### src/design/rfcal_regs.svh
`ifndef RFCAL_REGS_SVH
`define RFCAL_REGS_SVH

// Widths
`define RFCAL_ADDR_W        8
`define RFCAL_DATA_W        16
`define RFCAL_CAP_W         8
`define RFCAL_RC_W          8
`define RFCAL_NUM_SYNTH     2
`define RFCAL_NUM_STAGE     6

// Register byte offsets
`define RFCAL_OFS_CMP_CTRL  8'h00
`define RFCAL_OFS_CAP0      8'h04
`define RFCAL_OFS_CAP1      8'h08
`define RFCAL_OFS_CMP_STAT  8'h0C
`define RFCAL_OFS_STAGE0    8'h10
`define RFCAL_OFS_STAGE_END 8'h28
`define RFCAL_OFS_STAGE_TYP 8'h28

// Comparator control fields, two bits per synthesiser
`define RFCAL_CTRL_POWER_BIT 0
`define RFCAL_CTRL_THRSEL_BIT 1
`define RFCAL_CTRL_STRIDE    2

// Reset values
`define RFCAL_RST_CMP_CTRL  4'h0
`define RFCAL_RST_CAP       8'h80
`define RFCAL_RST_STAGE     16'h8080

// Stages 0..2 are trans-impedance, 3..5 voltage gain
`define RFCAL_STAGE_TIA_MASK 6'h07

`endif

### src/design/rfcal_pkg.sv
`include "rfcal_regs.svh"

package rfcal_pkg;

    typedef struct packed {
        logic high;
        logic low;
    } rfcal_cmp_state_t;

    typedef struct packed {
        logic [`RFCAL_RC_W-1:0] r_code;
        logic [`RFCAL_RC_W-1:0] c_code;
    } rfcal_stage_cfg_t;

    typedef logic [`RFCAL_CAP_W-1:0] rfcal_cap_code_t;

endpackage

### src/design/rfcal_cmp_sync.sv
`timescale 1ns/1ps
`include "rfcal_regs.svh"

module rfcal_cmp_sync (
    input  logic                       i_clk,
    input  logic                       i_reset_n,
    input  logic                       i_power,
    input  logic                       i_high,
    input  logic                       i_low,
    output rfcal_pkg::rfcal_cmp_state_t o_state
);

    rfcal_pkg::rfcal_cmp_state_t meta_q;
    rfcal_pkg::rfcal_cmp_state_t meta_d;
    rfcal_pkg::rfcal_cmp_state_t sync_q;
    rfcal_pkg::rfcal_cmp_state_t sync_d;
    rfcal_pkg::rfcal_cmp_state_t state_q;
    rfcal_pkg::rfcal_cmp_state_t state_d;

    always_comb begin
        meta_d.high = i_high;
        meta_d.low  = i_low;
        sync_d      = meta_q;
        // Unpowered comparators report 00
        state_d     = i_power ? sync_q : '0;
    end

    always_ff @(posedge i_clk) begin
        if (!i_reset_n) begin
            meta_q  <= '0;
            sync_q  <= '0;
            state_q <= '0;
        end else begin
            meta_q  <= meta_d;
            sync_q  <= sync_d;
            state_q <= state_d;
        end
    end

    assign o_state = state_q;
endmodule

### src/design/rfcal_top.sv
// Our own choices: the address-and-strobe port and the register offsets.
`timescale 1ns/1ps
`include "rfcal_regs.svh"

// Function
// - Two tuning comparators, selectable low threshold
// - Powered comparator states readable as status
// - Each stage has resistor and capacitor codes
// - Codes scale all stage parts equally
// - Stages classed trans-impedance or voltage gain
module rfcal_top (
    input  logic                                i_clk,
    input  logic                                i_reset_n,
    input  logic [`RFCAL_ADDR_W-1:0]            i_addr,
    input  logic [`RFCAL_DATA_W-1:0]            i_wdata,
    input  logic                                i_wr,
    input  logic                                i_rd,
    output logic [`RFCAL_DATA_W-1:0]            o_rdata,
    input  logic [`RFCAL_NUM_SYNTH-1:0]         i_cmp_high,
    input  logic [`RFCAL_NUM_SYNTH-1:0]         i_cmp_low,
    output logic [`RFCAL_NUM_SYNTH-1:0]         o_cmp_power,
    output logic [`RFCAL_NUM_SYNTH-1:0]         o_low_thr_sel,
    output rfcal_pkg::rfcal_cap_code_t [`RFCAL_NUM_SYNTH-1:0] o_vco_cap,
    output rfcal_pkg::rfcal_stage_cfg_t [`RFCAL_NUM_STAGE-1:0] o_stage_cfg,
    output logic [`RFCAL_NUM_STAGE-1:0]         o_stage_is_tia
);

    localparam logic [`RFCAL_NUM_STAGE-1:0] STAGE_TIA = `RFCAL_STAGE_TIA_MASK;

    function automatic logic is_stage(input logic [`RFCAL_ADDR_W-1:0] a);
        is_stage = (a >= `RFCAL_OFS_STAGE0) && (a < `RFCAL_OFS_STAGE_END) && (a[1:0] == 2'b00);
    endfunction

    function automatic logic [2:0] stage_index(input logic [`RFCAL_ADDR_W-1:0] a);
        logic [`RFCAL_ADDR_W-1:0] rel;
        rel = a - `RFCAL_OFS_STAGE0;
        stage_index = rel[4:2];
    endfunction

    logic [2*`RFCAL_NUM_SYNTH-1:0]                   ctrl_q;
    logic [2*`RFCAL_NUM_SYNTH-1:0]                   ctrl_d;
    rfcal_pkg::rfcal_cap_code_t [`RFCAL_NUM_SYNTH-1:0]  cap_q;
    rfcal_pkg::rfcal_cap_code_t [`RFCAL_NUM_SYNTH-1:0]  cap_d;
    rfcal_pkg::rfcal_stage_cfg_t [`RFCAL_NUM_STAGE-1:0] stage_q;
    rfcal_pkg::rfcal_stage_cfg_t [`RFCAL_NUM_STAGE-1:0] stage_d;
    logic [`RFCAL_DATA_W-1:0]                        rdata_q;
    logic [`RFCAL_DATA_W-1:0]                        rdata_d;
    rfcal_pkg::rfcal_cmp_state_t [`RFCAL_NUM_SYNTH-1:0] cmp_state;
    logic [2*`RFCAL_NUM_SYNTH-1:0]                   cmp_status;

    genvar g;
    generate
        for (g = 0; g < `RFCAL_NUM_SYNTH; g++) begin : g_synth
            assign o_cmp_power[g] =
                ctrl_q[g*`RFCAL_CTRL_STRIDE + `RFCAL_CTRL_POWER_BIT];
            // Low threshold: 0 selects the higher setting, 1 the lower
            assign o_low_thr_sel[g] =
                ctrl_q[g*`RFCAL_CTRL_STRIDE + `RFCAL_CTRL_THRSEL_BIT];
            rfcal_cmp_sync u_cmp (
                .i_clk     (i_clk),
                .i_reset_n (i_reset_n),
                .i_power   (o_cmp_power[g]),
                .i_high    (i_cmp_high[g]),
                .i_low     (i_cmp_low[g]),
                .o_state   (cmp_state[g])
            );
            // Pair per synthesiser: {high, low}
            assign cmp_status[2*g+1 -: 2] = cmp_state[g];
        end
    endgenerate

    // Register writes
    always_comb begin
        ctrl_d  = ctrl_q;
        cap_d   = cap_q;
        stage_d = stage_q;
        if (i_wr) begin
            if (i_addr == `RFCAL_OFS_CMP_CTRL) begin
                ctrl_d = i_wdata[2*`RFCAL_NUM_SYNTH-1:0];
            end
            if (i_addr == `RFCAL_OFS_CAP0) begin
                cap_d[0] = i_wdata[`RFCAL_CAP_W-1:0];
            end
            if (i_addr == `RFCAL_OFS_CAP1) begin
                cap_d[1] = i_wdata[`RFCAL_CAP_W-1:0];
            end
            if (is_stage(i_addr)) begin
                // One resistor and one capacitor code per stage
                stage_d[stage_index(i_addr)] = i_wdata;
            end
        end
    end

    // Read data stands only in the cycle after the strobe
    always_comb begin
        rdata_d = '0;
        if (i_rd) begin
            if (i_addr == `RFCAL_OFS_CMP_CTRL) begin
                rdata_d[2*`RFCAL_NUM_SYNTH-1:0] = ctrl_q;
            end else if (i_addr == `RFCAL_OFS_CAP0) begin
                rdata_d[`RFCAL_CAP_W-1:0] = cap_q[0];
            end else if (i_addr == `RFCAL_OFS_CAP1) begin
                rdata_d[`RFCAL_CAP_W-1:0] = cap_q[1];
            end else if (i_addr == `RFCAL_OFS_CMP_STAT) begin
                rdata_d[2*`RFCAL_NUM_SYNTH-1:0] = cmp_status;
            end else if (is_stage(i_addr)) begin
                rdata_d = stage_q[stage_index(i_addr)];
            end else if (i_addr == `RFCAL_OFS_STAGE_TYP) begin
                rdata_d[`RFCAL_NUM_STAGE-1:0] = STAGE_TIA;
            end
        end
    end

    always_ff @(posedge i_clk) begin
        if (!i_reset_n) begin
            ctrl_q  <= `RFCAL_RST_CMP_CTRL;
            cap_q   <= {`RFCAL_NUM_SYNTH{`RFCAL_RST_CAP}};
            stage_q <= {`RFCAL_NUM_STAGE{`RFCAL_RST_STAGE}};
            rdata_q <= '0;
        end else begin
            ctrl_q  <= ctrl_d;
            cap_q   <= cap_d;
            stage_q <= stage_d;
            rdata_q <= rdata_d;
        end
    end

    assign o_rdata        = rdata_q;
    assign o_vco_cap      = cap_q;
    assign o_stage_cfg    = stage_q;
    assign o_stage_is_tia = STAGE_TIA;
endmodule

### config.mk
export PLATFORM = sky130hd
export DESIGN_NAME = rfcal_top
export DESIGN_NICKNAME = d
export VERILOG_FILES = /design/src/design/rfcal_pkg.sv /design/src/design/rfcal_cmp_sync.sv /design/src/design/rfcal_top.sv
export VERILOG_INCLUDE_DIRS = /design/src /design/src/design
export SDC_FILE = /design/constraint.sdc
export NUM_CORES = 1
export LEC_CHECK = 0
export BUFFER_PORTS_ARGS = -buffer_cell sky130_fd_sc_hd__buf_2
export CORE_UTILIZATION = 35
export DETAILED_ROUTE_END_ITERATION = 8
export PLACE_DENSITY = 0.65
export REMOVE_ABC_BUFFERS = 1
export SYNTH_ARGS = -nofsm -noshare
export SYNTH_HDL_FRONTEND = slang
export SYNTH_HIERARCHICAL = 1
export SYNTH_SLANG_ARGS = --single-unit
### constraint.sdc
create_clock -name i_clk -period 3 [get_ports i_clk]
set_input_delay 0.9 -clock i_clk [delete_from_list [all_inputs] [get_ports i_clk]]
set_output_delay 0.9 -clock i_clk [all_outputs]
set_load 0.01 [all_outputs]
==> key figures <==
Run status
  – Status: finished clean

Route
  – First-pass iteration count of the detailed router: 5
  – Met3 Wirelength: 1157 um
  – Met1 wire length: 7777 um
  – Via-per-instance ratio: 5.202
  – Violation count after the first detailed-routing iteration: 468
  – Final antenna-violating net count: 0
  – Routed wire length: 17400 um
  – Wire length on met2: a little over 8000 um
  – Via total after detailed routing: 5134
  – Post-route DRC violation count: 0
  – Per-cell routed wire length: roughly 18 um
  – Top routing layer used: met4

STA
  – Slew @ Worst Pin: 0.7761 ns
  – Max-slew violation count: 0
  – Clock period minus final worst setup slack: ~2.2 ns
  – Unrepaired setup endpoints after global routing: no
  – Hold Fails Final Rpt: 0
  – Part of the cycle the worst path needs: 74.51%
  – Slew HR: 47.86%
  – Max Clock Freq: 0.4474 GHz
  – Sum of negative setup slack: 0 ns
  – Worst setup skew after layout: 0.008838 ns
  – Final setup violation count: 0

Floorplanning
  – Number of ports placed on the die boundary: 170
  – Core Rows: 46
  – Vertical extent of the die: approximately 130 um
  – Horizontal extent of the die: 131.0 um
  – Full die area: 17170 um^2
  – Core area: 16060 um^2
  – Effective utilization at floorplan: 36.29%

Worst setup path
  – Cell with the largest stage delay on the worst path: nand4_2
  – Buffering stage count on the worst path with inverters included: 2
  – Category of the most critical setup path: in -> reg
  – Capturing element type of the critical path: flop
  – Cell class contributing the biggest share of worst-path delay: simple AND/OR/NAND/NOR gates
  – Maximum cell stage delay along the critical path: ~0.41 ns
  – Max Fanout on Critical Path: 26
  – Arrival time reported for the critical path endpoint: about 2.5 ns
  – Data required time at the worst endpoint: roughly 3.3 ns
  – Ordered cell list for the critical path: buf_2 > buf_4 > and2b_1 > nand4_2 > mux2i_1 > nand2_1
  – Nature of the critical path startpoint: input port

Global routing
  – Global route overflow: 0
  – GR Util All Layers: 20.58%
  – Number of global-route vias before repair: 4621
  – First-pass GRT wire length: between 20000 and 30000 um
  – Initial antenna violation count: 0
  – Pin count of the biggest net entering global routing: 34

Power and ir drop
  – Lkg Pwr: 3.259 nW
  – Switching power: 966.4 uW
  – Sequential group share of total power: 45.0%
  – Power Dens Cells: 571.6 nW/um^2
  – Clock network fraction of total power: 50.2%
  – Internal power: 3.300 mW
  – Combinational fraction of design power: 4.7%
  – Switching Share: 22.65%
  – Worst voltage drop across the vdd grid: 403.7 uV
  – Total power consumption of the routed design: 4.267 mW

CTS
  – Cts-stage hold buffer count: 0
  – Clock tree from TritonCTS: done
  – Num CTS Buffers: 17
  – Root buffer cell: clkbuf_16
  – Setup bufs post-CTS: 0
  – Number of H-tree levels: 4
  – Deepest clock path buffer count: 2
  – Post-cts resize count: 0
  – Number of sinks driven by the clock tree: between 100 and 150
  – Worst-skew pair later-pin latency: 0.42 ns
  – Reg clk slew, reported paths: 0.06 ns

Yosys
  – Post-synth EDFFs: 0
  – Dominant synthesized flop cell: dfxtp_1
  – Number of instances in the synthesized netlist: 603
  – Number of distinct library cells after synthesis: 41
  – Cell Area, Synth: 5828 um^2
  – Number of warnings reported in the yosys synthesis log: 6
  – Share of synthesized area occupied by flip-flops and latches: 49.46%
  – Register bit count reported by yosys: between 100 and 150
  – Post-synthesis async set-or-reset flop share: 0%
  – Synth Area per Inst: 9.665 um^2

Placed design
  – Post-detail-place hpwl: 12130 um
  – Routability congestion estimate from global placement: between 0.8 and 0.9
  – Count of buffers from port buffering: around 160
  – Cell area reported after detailed placement: 6868 um^2

Finish
  – Antenna cell count: 0
  – Fraction of final layout cells sized beyond drive strength 1: 34.11%
  – Post-route design area: roughly 7500 um^2
  – Area Growth Syn to Fin: 28.08%
  – Final Core Density: 46.49%
  – Final Net Count: 790

Hold path
  – Worst hold path class: reg -> reg

Run
  – Reported max-cap violation count: 0
[worst reg2reg max path, delay by kind of cell, from the launching register on]
| family | cells | cell delay (ns) |
|---|---|---|
| muxes | 1 | 0.49 |
| DFF | 1 | 0.32 |
| AOI/OAI and AO/OA | 1 | 0.31 |
| and+or+nand+nor | 1 | 0.10 |
[state kept, by name (all words and copies together) (netlist names)]
register,count
ctrl_q,4
g_synth.u_cmp/meta_q,4
g_synth.u_cmp/o_state,4
g_synth.u_cmp/sync_q,4
o_rdata,16
o_stage_cfg,96
o_vco_cap,16
[metal layers]
| layer | vias to the layer above | global-route usage, % |
|---|---|---|
| met3 | 15 | 5.334 |
| met4 | 0 | 6.220 |
| met1 | 2431 | 26.43 |
| met5 | - | 0 |
| li1 | 2488 | - |
| met2 | 200 | 33.83 |
[Yosys cell counts (9+ instances only)]
| master | count | area share (%) |
|---|---|---|
| a22oi_1 | 11 | 1.4 |
| buf_1 | 11 | 0.71 |
| buf_2 | 9 | 0.77 |
| buf_4 | 12 | 1.5 |
| clkbuf_1 | 21 | 1.4 |
| dfxtp_1 | 144 | 49 |
| mux2_2 | 18 | 3.5 |
| mux2i_1 | 18 | 3.1 |
| nand2_1 | 42 | 2.7 |
| nand3_1 | 106 | 9.1 |
| nor2_1 | 12 | 0.77 |
| o21ai_0 | 101 | 8.7 |
[power groups by stage]
stage / combinational, mW / sequential [mW] / clock (mW)
3_5_place_dp: 0.199 / 1.96 / 0
6_report: 0.202 / 1.92 / 2.14
3_3_place_gp: 0.198 / 1.96 / 0
4_1_cts: 0.200 / 1.92 / 2.17
2_1_floorplan: 0.0666 / 1.96 / 0
5_1_grt: 0.217 / 1.92 / 2.27
[layout by cell type, fill, tap and decap left out, drive strengths merged]
master and instances:
clkinvlp 4, a31oi 3, nor2b 4, clkbuf 20, a2111oi 1, nand4 9
nor4 2, nand3b 4, nor3b 2, a31o 4, mux2 18, dfxtp 144
clkinv 3, nor2 12, o21ai 110, conb 6, a22oi 11, mux4 13
buf 190, and2b 2, nand2 42, a21oi 7, nor3 5, nand3 106
bufinv 3, mux2i 18, and3 5, inv 6, and2 9, o221ai 3
a221oi 5
[layout make-up]
cell class,instances,area (um^2)
fillers,1550,8593
flip-flops and latches,144,2883
multi-input cells,401,2616
repair buffers,190,1084
clock buffers,20,436.7
well taps,216,270.3
clock inverters,12,160.2
inverters,4,15.01
[cell families after synthesis]
kind of cell	share of synthesized area [%]
compound gates	13.91
buf+inv	5.904
flops	49.46
mux	11.98
other cells	0.1289
simple gates	18.61
[metrics by stage]
stage          setup WS [ns]  std cells  hold slack [ns]
6_report              0.7646        987           0.4444
3_3_place_gp          0.4162        955           0.4269
4_1_cts               0.8066        987           0.4456
2_1_floorplan         0.1923        549           0.4263
3_5_place_dp          0.3705        955           0.4310
5_1_grt               0.6002        987           0.4651
[path summary, 6_finish.rpt]
check,slack (ns),startpoint,end,cells past startpoint
worst min-delay path,0.44,g_synth[1].u_cmp/meta_q[1],g_synth[1].u_cmp/sync_q[1],1
worst max-delay path,0.76,i_addr[2],o_vco_cap[7],6
worst max register to register,1.65,o_stage_cfg[51],o_rdata[3],3
worst min register to register,0.44,g_synth[1].u_cmp/meta_q[1],g_synth[1].u_cmp/sync_q[1],1
Note: power is estimated with default switching activity, not from simulation.
